[config.mk]
export PLATFORM = sky130hd
export DESIGN_NAME = setup_token_endpoint_filter
export DESIGN_NICKNAME = d
export VERILOG_FILES = /design/src/endpoint_state_bank.v /design/src/setup_token_endpoint_filter.v
export VERILOG_INCLUDE_DIRS = /design/src
export SDC_FILE = /design/constraint.sdc
export NUM_CORES = 1
export LEC_CHECK = 0
export BUFFER_PORTS_ARGS = -buffer_cell sky130_fd_sc_hd__buf_2
export CAP_MARGIN = 20
export CORE_MARGIN = 8
export CORE_UTILIZATION = 56
export CTS_BUF_LIST = sky130_fd_sc_hd__clkbuf_4
export DETAILED_ROUTE_END_ITERATION = 8
export HOLD_SLACK_MARGIN = 0.06
export MAX_ROUTING_LAYER = met4
export PLACE_DENSITY = 0.78
export SLEW_MARGIN = 15
export SYNTH_ARGS = -nofsm -noshare
export SYNTH_HDL_FRONTEND = slang
export SYNTH_SLANG_ARGS = --single-unit
export TNS_END_PERCENT = 20
[constraint.sdc]
create_clock -name sys_clk -period 2 [get_ports sys_clk]
set_clock_uncertainty 0.2 [all_clocks]
set_input_delay 0.3 -clock sys_clk [delete_from_list [all_inputs] [get_ports sys_clk]]
set_output_delay 0.3 -clock sys_clk [all_outputs]
set_load 0.01 [all_outputs]
[src/setup_filter_defines.vh]
/*
 setup filter constants: register addresses, field positions, reset values,
 command codes and token pid values.
 assumes a 16-bit register address space on the microcontroller side.
*/
`ifndef SETUP_FILTER_DEFINES_VH
`define SETUP_FILTER_DEFINES_VH

`define ADDR_ENDPOINT_COMMAND 16'h7FAA
`define ADDR_SETUP_MASK_HIGH 16'h7FAB
`define ADDR_SETUP_MASK_LOW 16'h7FAC

`define RESET_ENDPOINT_COMMAND 8'h00
`define RESET_SETUP_MASK 8'h00

`define CMD_DIR_BIT 7
`define CMD_CODE_HI 6
`define CMD_CODE_LO 4
`define CMD_EP_HI 3
`define CMD_EP_LO 0

`define CMD_DISABLE 3'h0
`define CMD_STALL 3'h1
`define CMD_NORMAL 3'h2
`define CMD_NAK 3'h3
`define CMD_TOGGLE_CLR 3'h4
`define CMD_TOGGLE_SET 3'h5
`define CMD_ISO_CLR 3'h6
`define CMD_ISO_SET 3'h7

`define MODE_DISABLED 2'h0
`define MODE_STALL 2'h1
`define MODE_NORMAL 2'h2
`define MODE_NAK 2'h3

`define PID_SETUP 4'hD

`endif

[src/endpoint_state_bank.v]
/*
 per-endpoint, per-direction control state: handshake mode, toggle and
 isochronous flag, updated by one decoded command at a time.
 assumes the command pulse is one cycle and comes from the register block.
*/
`timescale 1ns/1ps
`include "setup_filter_defines.vh"

module endpoint_state_bank (
   // clock and reset
   input wire sys_clk,
   input wire rstn,
   // command
   input wire cmd_valid,
   input wire cmd_dir_tx,
   input wire [2:0] cmd_code,
   input wire [3:0] cmd_ep,
   // flattened state, endpoint n at bits [2n+1:2n] and bit n
   output wire [31:0] tx_mode,
   output wire [31:0] rx_mode,
   output wire [15:0] tx_toggle,
   output wire [15:0] rx_toggle,
   output wire [15:0] tx_iso,
   output wire [15:0] rx_iso
);

   genvar i;
   generate
      for (i = 0; i < 16; i = i + 1) begin : ep
         reg [1:0] tx_mode_q;
         reg [1:0] rx_mode_q;
         reg tx_tog_q;
         reg rx_tog_q;
         reg tx_iso_q;
         reg rx_iso_q;
         wire hit_tx;
         wire hit_rx;
         // only the selected endpoint moves
         assign hit_tx = cmd_valid && cmd_ep == i && cmd_dir_tx;
         assign hit_rx = cmd_valid && cmd_ep == i && !cmd_dir_tx;
         always @(posedge sys_clk or negedge rstn) begin
            if (!rstn) begin
               tx_mode_q <= `MODE_DISABLED;
               rx_mode_q <= `MODE_DISABLED;
               tx_tog_q <= 1'b0;
               rx_tog_q <= 1'b0;
               tx_iso_q <= 1'b0;
               rx_iso_q <= 1'b0;
            end else begin
               // codes 0..3 map straight onto the handshake mode
               if (hit_tx && !cmd_code[2])
                  tx_mode_q <= cmd_code[1:0];
               if (hit_rx && !cmd_code[2])
                  rx_mode_q <= cmd_code[1:0];
               if (hit_tx && cmd_code[2:1] == 2'b10)
                  tx_tog_q <= cmd_code[0];
               if (hit_rx && cmd_code[2:1] == 2'b10)
                  rx_tog_q <= cmd_code[0];
               if (hit_tx && cmd_code[2:1] == 2'b11)
                  tx_iso_q <= cmd_code[0];
               if (hit_rx && cmd_code[2:1] == 2'b11)
                  rx_iso_q <= cmd_code[0];
            end
         end
         assign tx_mode[2*i+1:2*i] = tx_mode_q;
         assign rx_mode[2*i+1:2*i] = rx_mode_q;
         assign tx_toggle[i] = tx_tog_q;
         assign rx_toggle[i] = rx_tog_q;
         assign tx_iso[i] = tx_iso_q;
         assign rx_iso[i] = rx_iso_q;
      end
   endgenerate

endmodule

[src/setup_token_endpoint_filter.v]
/*
 setup token filter with the endpoint command register and the two
 setup ignore mask registers.
 assumes the token decoder runs on sys_clk and gives one-cycle token pulses
 with pid and endpoint; the handshake engine acts on the verdict outputs.
*/
// Our own choice: the plain strobed port.
// Behaviour
// - a setup to a masked endpoint is dropped whole: no handshake, no data kept.
// - a mask bit of one suppresses the reply to setup for that endpoint.
// - a mask bit of zero lets setup through as a normal control transfer.
// - only the mask bit of the addressed endpoint is consulted.
// - the high mask at 0x7FAB holds endpoints fifteen to eight, bit 7 to 0.
// - the low mask at 0x7FAC holds endpoints seven to zero, bit 7 to 0.
// - command bit 7 picks the transmit side when one, receive when zero.
// - command bits 6:4 pick disable, stall, normal, nak, toggle and iso ops.
`timescale 1ns/1ps
`include "setup_filter_defines.vh"

module setup_token_endpoint_filter (
   // clock and reset
   input wire sys_clk,
   input wire rstn,
   // register port
   input wire [15:0] reg_addr,
   input wire [7:0] reg_wdata,
   input wire reg_wr,
   input wire reg_rd,
   output reg [7:0] reg_rdata,
   // token from decoder
   input wire token_valid,
   input wire [3:0] token_pid,
   input wire [3:0] token_ep,
   // verdict to handshake engine
   output reg setup_accept,
   output reg setup_drop,
   output reg [3:0] verdict_ep,
   // endpoint state of the token's endpoint
   output reg [1:0] tx_mode_sel,
   output reg [1:0] rx_mode_sel,
   output reg tx_toggle_sel,
   output reg rx_toggle_sel,
   output reg tx_iso_sel,
   output reg rx_iso_sel,
   // per-endpoint masks for the data path
   output reg [15:0] setup_ignore_mask
);

   reg [7:0] endpoint_command_q;
   reg [7:0] mask_high_q;
   reg [7:0] mask_low_q;
   reg cmd_valid_q;
   wire [15:0] mask_all;
   wire mask_hit;
   wire is_setup;
   wire [31:0] tx_mode;
   wire [31:0] rx_mode;
   wire [15:0] tx_toggle;
   wire [15:0] rx_toggle;
   wire [15:0] tx_iso;
   wire [15:0] rx_iso;

   // registers; a write to the command register also fires the command
   always @(posedge sys_clk or negedge rstn) begin
      if (!rstn) begin
         endpoint_command_q <= `RESET_ENDPOINT_COMMAND;
         mask_high_q <= `RESET_SETUP_MASK;
         mask_low_q <= `RESET_SETUP_MASK;
         cmd_valid_q <= 1'b0;
      end else begin
         cmd_valid_q <= reg_wr && reg_addr == `ADDR_ENDPOINT_COMMAND;
         if (reg_wr && reg_addr == `ADDR_ENDPOINT_COMMAND)
            endpoint_command_q <= reg_wdata;
         if (reg_wr && reg_addr == `ADDR_SETUP_MASK_HIGH)
            mask_high_q <= reg_wdata;
         if (reg_wr && reg_addr == `ADDR_SETUP_MASK_LOW)
            mask_low_q <= reg_wdata;
      end
   end

   // read data in the cycle after the strobe; unmapped reads give zero
   always @(posedge sys_clk or negedge rstn) begin
      if (!rstn) begin
         reg_rdata <= 8'h00;
      end else if (reg_rd) begin
         case (reg_addr)
            `ADDR_ENDPOINT_COMMAND: reg_rdata <= endpoint_command_q;
            `ADDR_SETUP_MASK_HIGH: reg_rdata <= mask_high_q;
            `ADDR_SETUP_MASK_LOW: reg_rdata <= mask_low_q;
            default: reg_rdata <= 8'h00;
         endcase
      end else begin
         reg_rdata <= 8'h00;
      end
   end

   // high register is endpoints 15..8, low is 7..0
   assign mask_all = {mask_high_q, mask_low_q};
   assign mask_hit = mask_all[token_ep];
   assign is_setup = token_valid && token_pid == `PID_SETUP;

   endpoint_state_bank u_state (
      .sys_clk(sys_clk),
      .rstn(rstn),
      .cmd_valid(cmd_valid_q),
      .cmd_dir_tx(endpoint_command_q[`CMD_DIR_BIT]),
      .cmd_code(endpoint_command_q[`CMD_CODE_HI:`CMD_CODE_LO]),
      .cmd_ep(endpoint_command_q[`CMD_EP_HI:`CMD_EP_LO]),
      .tx_mode(tx_mode),
      .rx_mode(rx_mode),
      .tx_toggle(tx_toggle),
      .rx_toggle(rx_toggle),
      .tx_iso(tx_iso),
      .rx_iso(rx_iso)
   );

   // verdict registered one cycle after the token; a drop means the
   // handshake engine must neither reply nor store the data packet
   always @(posedge sys_clk or negedge rstn) begin
      if (!rstn) begin
         setup_accept <= 1'b0;
         setup_drop <= 1'b0;
         verdict_ep <= 4'h0;
         tx_mode_sel <= `MODE_DISABLED;
         rx_mode_sel <= `MODE_DISABLED;
         tx_toggle_sel <= 1'b0;
         rx_toggle_sel <= 1'b0;
         tx_iso_sel <= 1'b0;
         rx_iso_sel <= 1'b0;
         setup_ignore_mask <= 16'h0000;
      end else begin
         setup_drop <= is_setup && mask_hit;
         setup_accept <= is_setup && !mask_hit;
         if (token_valid) begin
            verdict_ep <= token_ep;
            tx_mode_sel <= tx_mode[{token_ep, 1'b0} +: 2];
            rx_mode_sel <= rx_mode[{token_ep, 1'b0} +: 2];
            tx_toggle_sel <= tx_toggle[token_ep];
            rx_toggle_sel <= rx_toggle[token_ep];
            tx_iso_sel <= tx_iso[token_ep];
            rx_iso_sel <= rx_iso[token_ep];
         end
         setup_ignore_mask <= mask_all;
      end
   end

endmodule

## Yosys cells after proc, flatten, opt, wreduce, memory -nomap -nowiden

Index checks and enable logic that the tools add are counted.

| cells by class | value |
|---|---|
| order comparisons | 1 |
| equality and inequality tests | 21 |
| shifts and indexed selects | 2 |
| multiplexer cells | 12 |
| reductions and logical operators | 154 |

Operators by type and width:

| cell | count |
|---|---|
| $logic_and A1 B1 Y1 | 150 |
| $shiftx A32 B6 Y2 | 2 |
| $eq A16 B15 Y1 const B | 3 |
| $eq A4 B4 Y1 const B | 9 |
| $pmux W8 S3 | 1 |
| $bmux W1 S4 | 5 |
| $eq A4 B3 Y1 const B | 4 |
| $eq A4 B2 Y1 const B | 2 |
| $mux W8 | 1 |
| $lt A4 B5 Y1 const B | 1 |
| $mux W1 | 5 |
| $eq A2 B2 Y1 const B | 2 |
| $eq A4 B1 Y1 const B | 1 |
| $logic_not A4 Y1 | 1 |
| $logic_not A1 Y1 | 3 |

| storage, ports and cells | value |
|---|---|
| flip-flop bits (word level) | 191 |
| input bits | 37 |
| output and inout port bits | 38 |
| logic and storage cells | 301 |

## Logic depth before layout (Yosys ltp)

Gate-level depths: netlist (run 1).

| logic depth | value |
|---|---|
| word-level depth | 4 |
| mapped depth | 6 |
| gate-level depth less buffers | 4 |

## Modules after synthesis

Synthesis (run 1) repeated with hierarchy kept, for this count alone.

| unflattened totals | value |
|---|---|
| cells, all modules | 696 |
| area, all modules | 9516.6 sq um |

Modules (own cells, without submodules):

| module | instances | cells an instance | area each (sq um) | seq. area each (sq um) |
|---|---|---|---|---|
| endpoint_state_bank | 1 | 474 | 5997.0 | 3203.1 |
| setup_token_endpoint_filter | 1 | 222 | 3519.6 | 1576.5 |

## Least setup slack after synthesis (run 1)

OpenSTA, ideal clock, no wires.

| path | value |
|---|---|
| kind | input to register |
| from | input token_ep[2] |
| to | register tx_iso_sel |
| library setup time | 125 ps |
| arrival | 1756 ps |
| required time | 1675 ps |
| path slack | -81 ps |
| stages on the path | 5 |
| path buffers | 2 |
| cells stage by stage | buf_4 > buf_2 > mux4_2 > mux4_2 > mux2_4 |

| on the way | value |
|---|---|
| cells in the longest elaborated chain, start to end | 2 |

RTL lines:

| what | RTL line | source |
|---|---|---|
| start, declared | setup_token_endpoint_filter.v:33 | `input wire [3:0] token_ep,` |
| $bmux W1 S4 | setup_token_endpoint_filter.v:140 | `tx_iso_sel <= tx_iso[token_ep];` |
| $mux W1 (not written as such) | setup_token_endpoint_filter.v:140 |  |
| end signal, assigned | setup_token_endpoint_filter.v:140 |  |
| end, declared | setup_token_endpoint_filter.v:43 | `output reg tx_iso_sel,` |

Every way passes these cells. The select of a mux whose other input is x is not followed.
A chain may end at the register's enable or synchronous reset.

## Worst setup path in the final report (run 1)

| path | value |
|---|---|
| from | input reg_addr[1] |
| to | register mask_low_q[5] |

| on the way | value |
|---|---|
| cells in the longest elaborated chain, start to end | 2 |

RTL lines:

| what | RTL line | source |
|---|---|---|
| start, declared | setup_token_endpoint_filter.v:25 | `input wire [15:0] reg_addr,` |
| $eq A16 B15 Y1 | - |  |
| $logic_and A1 B1 Y1 (no source line) | - |  |
| end signal, assigned | setup_token_endpoint_filter.v:68 | `` mask_low_q <= `RESET_SETUP_MASK; `` |
| end signal, assigned | setup_token_endpoint_filter.v:77 | `mask_low_q <= reg_wdata;` |
| end, declared | setup_token_endpoint_filter.v:51 | `reg [7:0] mask_low_q;` |

Every way passes these cells.

==> metrics list, run 1 <==
- Final Hold Vio Count: 0
- Count of maximum capacitance violations: 0
- The number of global-route vias before repair is 6,437.
- Number of flops mapped to enable cells by yosys: 0
- For the final routed database, the setup TNS stands at -0.0280 ns.
* Chip height: 142 µm
- Of the total power, the share spent switching nets is 0.234.
- The analysis attributes to net switching a power of 0.00153 W.
- Largest stage delay, worst path: 0.57 ns
* Number of setup violations in the final report: 1
- GP Congestion: 0.898
- Routed wirelength normalized by instance count: 20.9 µm
* Initial core utilization: 0.564
- Overflow left after global routing: 0
* Post-synthesis sequential area ratio: 0.541
* Compound-cell area share of the yosys netlist: 0.0224
- Placeable Area: 0.0157 mm²
- Critical Path RT: 2.28 ns
- Count of pins over their slew limit: 0
* Die boundary width: 142 µm
* P_leak: 5.13 nW
* FILL cells: 1,050
* Reg2reg start: endpoint_command_q[7]
- Following the worst setup path forward leads to its endpoint at mask_low_q[5].
- The most used flip-flop cell after synthesis is sky130_fd_sc_hd__dfrtp_1.
* Overall track demand over capacity in global routing: 0.229
* Vias: 6,157
* Share of power burned in registers: 0.594
* Multiplexer share of the synthesized area: 0.310
- Min-Delay Path Class: input pin to register
* Sink count of the clock tree: 191
* Area of combinational cells with multiple inputs: 0.00392 mm²
- Final core utilization: 0.676
* Run status: finished, violations left
- Root Buffer Master: sky130_fd_sc_hd__clkbuf_4
- Cells after synthesis: 670
* Synth Cell Area: 0.00883 mm²
- # IOs: 75
* Power Internal: 0.00504 W
* Worst slew pin tran: 0.511 ns
- Number of placed instances with taps included: 977
- Worst rel slew slack: 0.660
- Startpoint-to-endpoint class of the critical path: input pin to register
* Critical-path top delay cell: sky130_fd_sc_hd__dlygate4sd3_1
- Total number of H-tree levels: 4
* Leading cell types in the layout, fill and taps excluded: sky130_fd_sc_hd__dfrtp_1 (183), sky130_fd_sc_hd__mux2_2 (157), sky130_fd_sc_hd__nor2_1 (74), sky130_fd_sc_hd__buf_2 (73), sky130_fd_sc_hd__buf_4 (55)
- Of the cells placed in the final design, the portion with a size suffix greater than 1 is 0.481.
- Registers take 0.00479 mm².
- Cell-by-cell trace of the critical path: dlygate4sd3_1, buf_2, nor3b_2, nand3_2, buf_6, mux2_2, dlygate4sd3_1
* Full die area: 0.0200 mm²
- Half-perimeter wire length after detailed placement: 15,000 µm
* Ranking of synthesized cells by area: sky130_fd_sc_hd__dfrtp_1 (54%), sky130_fd_sc_hd__mux2_2 (20%), sky130_fd_sc_hd__mux4_2 (7.9%)
- Clock latency on the worst-skew pair, taken at its later pin, is 0.58 ns.
* Final critical-path required period: 2.03 ns
* Most repeated library cell on the critical path: sky130_fd_sc_hd__dlygate4sd3_1
* Power Density: 621 mW/mm²
* Num rows: 46
* Endpoint type of the worst setup path: register
- The count of buffers added on input and output ports is 74.
- Counting cells, the worst reg-to-reg path comes to 5.
- Initial drt markers: 450
* Total number of yosys warnings: 0
- Clock-pin slew was measured on the worst setup and hold paths at 0.14 ns.
- Synthesis-to-finish area growth: 19.7%
- Of the available clock period, the critical path in the final layout requires 1.01.
* Post-route DRC violation count: 0
- In this run the worst setup path begins at reg_addr[1].
* Post-layout net count: 847
- Entering global routing, the biggest net connects 67 pins.
- Clock power frac: 0.345
- Fraction of the mapped netlist area in adder cells: 0
- Synthesized area per cell: 13.2 µm²
- Leaving out fill and tap cells, the most frequent cell in the layout is sky130_fd_sc_hd__dfrtp_1.
- Number of storage elements in the synthesis netlist: 191
* Share of the synthesized area in the top cell type: 0.541
* Violated checks: negative setup slack
* Type of element launching the critical path: input pin
* Post-route worst setup slack: -0.0280 ns
- TritonCTS buffer count: 17
* Area fraction in and, or, nand and nor cells after synthesis: 0.103
- Via count normalized by instance count: 5.92
* Fraction of registers with async set/reset: 1.00
- Setup slack, reg-to-reg: 0.01 ns
* Peak fanout along the critical path: 5
- Initial antenna violation count: 1
* Wirelength, routed: 21,800 µm
- Dominant combinational cell family by area after synthesis: multiplexers
- The first global-routing pass estimated 34,400 µm of wire.
* Fraction of synthesized cell area in xor and xnor cells: 0
- Antenna Nets Post-Route: 0
- Synthesized netlist net count: 707
- Final non-filler cell total: 1,040
* TritonCTS clock tree: done
- Number of distinct library cells after synthesis: 34
- Derived from the worst setup path, the maximum achievable clock frequency is 493 MHz.
- Data on the critical path arrives at its endpoint at 2.30 ns.
* RSZ-0062 raised after global routing: true
- The worst register-to-register path ends at u_state.ep[5].rx_iso_q.
- Synth area leader: sky130_fd_sc_hd__dfrtp_1
- Logic gate share of total power: 0.060
* Length of the first detailed-routing pass in iterations: 7
* Highest ir drop seen on vdd: 0.289 mV
- The clock passes through at most 2 buffers.
## worst max-delay path, delay by kind of cell
| family | cells | cell delay, ns |
|---|---|---|
| buffers and inverters | 4 | 1.40 |
| and+or+nand+nor | 2 | 0.34 |
| muxes | 1 | 0.27 |
## per-stage QoR
stage | cell area (µm²) | total power, W | hold WS [ns] | worst slack [ns]
floorplan | 8840 | 0.00411 | -0.196 | 0.0252
global placement | 9860 | 0.00432 | 0.0191 | -0.115
detailed placement | 9860 | 0.00434 | 0.0268 | -0.153
CTS | 10500 | 0.00660 | 0.0927 | 0.00949
global route | 10600 | 0.00679 | 0.117 | -0.0472
finish | 10600 | 0.00657 | 0.110 | -0.0280
## power by group through the flow
stage,clock network [W],registers [W],logic (W)
after floorplan,0,0.00398,0.000128
after global placement,0,0.00397,0.000350
after detailed placement,0,0.00398,0.000362
after CTS,0.00230,0.00390,0.000396
after global routing,0.00245,0.00391,0.000433
final,0.00227,0.00390,0.000397
## cells in the mapped netlist (5+ instances only)
master and count:
sky130_fd_sc_hd__mux2i_1 10, sky130_fd_sc_hd__nand3_1 9, sky130_fd_sc_hd__mux4_1 6, sky130_fd_sc_hd__nand2b_1 5, sky130_fd_sc_hd__nand2_1 47, sky130_fd_sc_hd__buf_2 8
sky130_fd_sc_hd__dfrtp_1 191, sky130_fd_sc_hd__nor3_1 6, sky130_fd_sc_hd__mux2_2 157, sky130_fd_sc_hd__nor2_1 88, sky130_fd_sc_hd__nand4_1 8, sky130_fd_sc_hd__o21ai_0 7
sky130_fd_sc_hd__a21oi_1 15, sky130_fd_sc_hd__clkbuf_1 33, sky130_fd_sc_hd__mux4_2 31, sky130_fd_sc_hd__o22ai_1 14
## routing by layer
metal | up-vias | wire, µm | global-route usage
met4 | 0 | 580 | 0.0921
met5 | - | 0 | -
li1 | 2691 | - | -
met3 | 47 | 1390 | 0.0608
met2 | 234 | 11100 | 0.367
met1 | 3185 | 8710 | 0.274
## cell families (layout without fill, tap and decap cells)
group,count (synthesis),count (layout)
other,0,1
muxes,205,205
AOI/OAI and AO/OA,36,36
buffers and inverters,49,202
DFF,191,191
and+or+nand+nor,189,189
## area by class of cell
type	instances	share of cell area
tap	216	0.0256
timing repair buffer	168	0.120
antenna	1	0.000237
sequential	191	0.453
inverter	2	0.000710
multi-input combinational	430	0.370
clock buffer	17	0.0121
clock inverter	15	0.0185
## state kept, by name (all words and copies together) (netlist names)
name and flops:
cmd_valid_q 1, tx_mode_sel 2, tx_toggle_sel 1, tx_iso_sel 1, rx_mode_sel 2, u_state.ep.rx_iso_q 16
setup_drop 1, rx_iso_sel 1, verdict_ep 4, u_state.ep.tx_iso_q 16, u_state.ep.tx_mode_q 32, u_state.ep.tx_tog_q 16
setup_accept 1, endpoint_command_q 8, u_state.ep.rx_mode_q 32, rx_toggle_sel 1, mask_low_q 8, mask_high_q 8
u_state.ep.rx_tog_q 16, reg_rdata 8, setup_ignore_mask 16
## worst min path at each step
stage	startpoint	to	slack [ns]	cells after the start
after global placement	rstn	setup_ignore_mask[1]	0.02	1
after detailed placement	rstn	setup_ignore_mask[0]	0.03	1
after global routing	reg_addr[2]	reg_rdata[5]	0.12	6
after CTS	reg_addr[0]	reg_rdata[1]	0.09	5
after floorplan	rstn	cmd_valid_q	-0.20	0
final	reg_addr[2]	reg_rdata[1]	0.11	6
## repair_timing
item,in CTS,in global routing
setup endpoints to repair,28,46
hold buffers,28,0
resized for setup,5,28
hold endpoints to repair,236,0
pin swaps,0,2
buffers inserted,0,2
No activity file was read; power rests on OpenSTA's default activity.
==> inputs of run 2 (changes only) <==
--- a/config.mk
+++ b/config.mk
@@ -18,5 +18,6 @@
 export SLEW_MARGIN = 15
 export SYNTH_ARGS = -nofsm -noshare
 export SYNTH_HDL_FRONTEND = slang
+export SYNTH_HIERARCHICAL = 1
 export SYNTH_SLANG_ARGS = --single-unit
 export TNS_END_PERCENT = 20
==> run 2 against run 1 <==
  * The run now ends clean
  * Total power shrank 0.55%
  * Cell count decreased by 5.2%
  * Critical path depth shrank 3
  * Setup slack improved by 0.068 ns
  * Sequential power hardly changed
  * Die area up 6.8%
  * Worst hold slack gained 0.020 ns
  * Cell area decreased by 1.0%
  * Clock power shrank 2%
  * Synthesized cell count up 3.9%
  * Critical endpoint is now u_state/ep[3].rx_mode_q[0]
  * Largest cell class unchanged
  * Largest power group unchanged
==> metrics list, run 2 <==
* Number of placed instances with taps included: 928
* Count of buffering cells on the critical path with inverters included: 1
- Worst rel slew slack: 0.599
- Initial core utilization: 0.574
- Counting flops with a built-in enable in the synthesized netlist gives 0.
* RSZ-0062 raised after global routing: true
* Worst reg-to-reg path cell count: 4
- The synthesized netlist occupies a cell area of 0.00952 mm².
* Overflow left after global routing: 0
- The detail route stage leaves a number of antenna-violating nets equal to 0.
* # IOs: 75
- Fin Hold WS: 0.130 ns
- Ranked by total cell area, the synthesized netlist is headed by sky130_fd_sc_hd__dfrtp_1 (50%), sky130_fd_sc_hd__mux2_2 (18%), sky130_fd_sc_hd__buf_4 (5.7%).
- The count of pins over their slew limit was 0.
- Num rows: 47
* Global-route wire length before repair: 34,700 µm
* Final critical-path required period: 1.96 ns
- Clock tree synthesis found a total of 191 sinks.
* Critical-path top delay cell: sky130_fd_sc_hd__or4b_4
- Leading cell types in the layout, fill and taps excluded: sky130_fd_sc_hd__dfrtp_1 (187), sky130_fd_sc_hd__mux2_2 (152), sky130_fd_sc_hd__buf_2 (73), sky130_fd_sc_hd__nand2_1 (52), sky130_fd_sc_hd__nor2_1 (40)
- STA puts the critical path data arrival time at 2.23 ns.
- Detailed routing inserted a total of 5,873 vias.
- Across every metal layer, demand over resource in global routing totals 0.211.
- Worst slew pin tran: 0.602 ns
- TritonCTS built the clock tree.
- Synth area leader: sky130_fd_sc_hd__dfrtp_1
- Placeable Area: 0.0166 mm²
* Via count of the first global-routing pass: 6,455
- Count of buffers added by post-CTS timing repair for setup: 0
* Post-synthesis sequential area ratio: 0.502
* Count of maximum capacitance violations: 0
* Synthesized netlist net count: 733
- Walking the worst path, the cells encountered are buf_4, or4b_4, nor2_2, mux2_2.
* Clock buffer depth: 2
- Summing all multi-input logic gate instances after layout gives 0.00401 mm².
- The die is 146 µm wide.
- Highest ir drop seen on vdd: 0.550 mV
* Fraction of final layout cells with drive strength greater than 1: 0.461
- Dividing the final minimum period by the clock period gives 0.980.
- Type of element launching the critical path: register
- Wirelength, routed: 21,000 µm
- The floorplan step set the die height to 146 µm.
* Clk slew on worst S/H paths: 0.15 ns
- The initial antenna violation count was 0.
* Synthesized area per cell: 13.7 µm²
* Final Hold Vio Count: 0
- The library cell used most frequently in the layout, excluding fill and tap cells, is sky130_fd_sc_hd__dfrtp_1.
- Share of the synthesized area in the top cell type: 0.502
- Largest registers: u_state/ep.rx_mode_q (32), u_state/ep.tx_mode_q (32)
- After synthesis, the netlist uses 47 different library cells.
* Largest stage delay, worst path: 0.53 ns
- Entering global routing, the biggest net connects 98 pins.
* GP Congestion: 0.796
- Reg2reg start: cmd_valid_q
- The critical path is of the register to register type.
* Total number of yosys warnings: 6
- Half-perimeter wire length after detailed placement: 14,300 µm
- Across the whole layout, storage elements account for 0.00478 mm².
- Counting every instance in the synthesized netlist gives 696.
* Total number of H-tree levels: 4
- The analysis attributes to cell leakage a power of 5.11 nW.
* Worst path top cell family by delay: simple AND/OR/NAND/NOR gates
- In this run the worst hold path is classified as input pin to async pin.
* Critical Path RT: 2.26 ns
- In the synthesized netlist the async set-or-reset flop fraction comes to 1.00.
* Post-route DRC violation count: 0
- Of all nets on the critical path, the largest fanout is 8.
- The tree is rooted in a sky130_fd_sc_hd__clkbuf_4.
- TritonCTS buffer count: 17
- Length of the first detailed-routing pass in iterations: 5
- Leaving out filler cells and counting taps, the final layout contains 986.
* Endpoint type of the worst setup path: register
- The later pin in the worst-skew pair is clocked with a latency of 0.57 ns.
* Via count normalized by instance count: 5.96
- Among all flip-flop cells after synthesis, the most frequent one is sky130_fd_sc_hd__dfrtp_1.
- The first routing iteration left 337 violations.
- The worst register-to-register path ends at u_state/ep[3].rx_mode_q[0].
- Synthesis-to-finish area growth: 10.0%
* Full die area: 0.0214 mm²
* Number of setup violations in the final report: 0
- Commonest cells in the netlist: sky130_fd_sc_hd__dfrtp_1 (191), sky130_fd_sc_hd__mux2_2 (153), sky130_fd_sc_hd__buf_4 (72)
- Routed wirelength normalized by instance count: 21.3 µm
- The flow ran to the end, and the final reports show no timing, DRC or antenna violations.
* Post-layout net count: 791
- The worst register-to-register path has a setup slack of 0.04 ns.
- For this run, the top clock speed supported by timing is 510 MHz.
- Power comes to 0.00653 W.
- Number of diodes added for antenna fixing: 0
- Number of input and output port buffers inserted: 74
* Number of storage elements in the synthesis netlist: 191
* FILL cells: 1,224
- Most frequent cell after synthesis: sky130_fd_sc_hd__dfrtp_1
* Power Density: 624 mW/mm²
run 2: cell types whose count changed after synthesis, moves of 8 or more:
cell                        before  now
sky130_fd_sc_hd__clkbuf_1       33   17
sky130_fd_sc_hd__mux4_1          6   16
sky130_fd_sc_hd__o2bb2ai_1       0    8
sky130_fd_sc_hd__buf_4           1   72
sky130_fd_sc_hd__nor2_1         88   41
sky130_fd_sc_hd__mux2_1          0    9
sky130_fd_sc_hd__nand4b_1        0    8
sky130_fd_sc_hd__mux4_2         31   20
run 2: worst max path at each step:
stage / cells after the start / startpoint / end / slack [ns]
finish: 4 / cmd_valid_q / u_state/ep[3].rx_mode_q[0] / 0.04
global route: 4 / endpoint_command_q[2] / u_state/ep[7].tx_mode_q[0] / -0.01
CTS: 4 / endpoint_command_q[3] / u_state/ep[11].rx_mode_q[0] / 0.01
floorplan: 6 / token_ep[2] / rx_iso_sel / 0.17
global placement: 6 / token_ep[2] / tx_mode_sel[1] / 0.03
detailed placement: 7 / token_ep[2] / setup_accept / -0.06
run 2: per-stage QoR:
stage	instance area (µm²)	setup WS, ns	utilization	TNS, ns
5_1_grt	10500	-0.0138	0.631	-0.0176
3_3_place_gp	9870	0.0347	0.595	0
3_5_place_dp	9870	-0.0582	0.595	-0.0749
2_1_floorplan	9520	0.172	-	0
4_1_cts	10500	0.0111	0.630	0
6_report	10500	0.0397	0.631	0
run 2: metal layers:
metal  share of wire  track usage
met1            0.43        0.258
met2            0.49        0.346
met3           0.050       0.0396
met4           0.025       0.0726
met5               0            -
run 2: cells by family after synthesis:
family | Yosys count | synth area share
compound gates | 33 | 0.0226
simple gates | 151 | 0.0998
mux | 210 | 0.297
flops | 191 | 0.502
buf+inv | 111 | 0.0785
run 2: report_power, final:
group / internal [W] / switching [W] / leakage (nW)
Clock: 0.000984 / 0.00125 / 0.164
Combinational: 0.000169 / 0.000228 / 2.31
Sequential: 0.00389 / 0.0000171 / 2.64
run 2: timing repair:
action	4_1_cts	5_1_grt
pin swaps	0	1
hold endpoints to repair	238	0
setup endpoints to repair	2	43
hold buffers	27	0
resized for setup	1	7
run 2: area by class of cell:
| type | count | area share |
|---|---|---|
| Multi-Input combinational cell | 394 | 0.383 |
| Timing Repair Buffer | 148 | 0.104 |
| Clock buffer | 18 | 0.0129 |
| Clock inverter | 13 | 0.0164 |
| Tap cell | 220 | 0.0263 |
| Sequential cell | 191 | 0.457 |
| Inverter | 2 | 0.000717 |
run 2: worst register-to-register path, stage by stage, from the launching register on:
cell                      delay (ns)
sky130_fd_sc_hd__dfrtp_1        0.41
sky130_fd_sc_hd__buf_4          0.18
sky130_fd_sc_hd__or4b_4         0.54
sky130_fd_sc_hd__nor2_2         0.17
sky130_fd_sc_hd__mux2_2         0.36
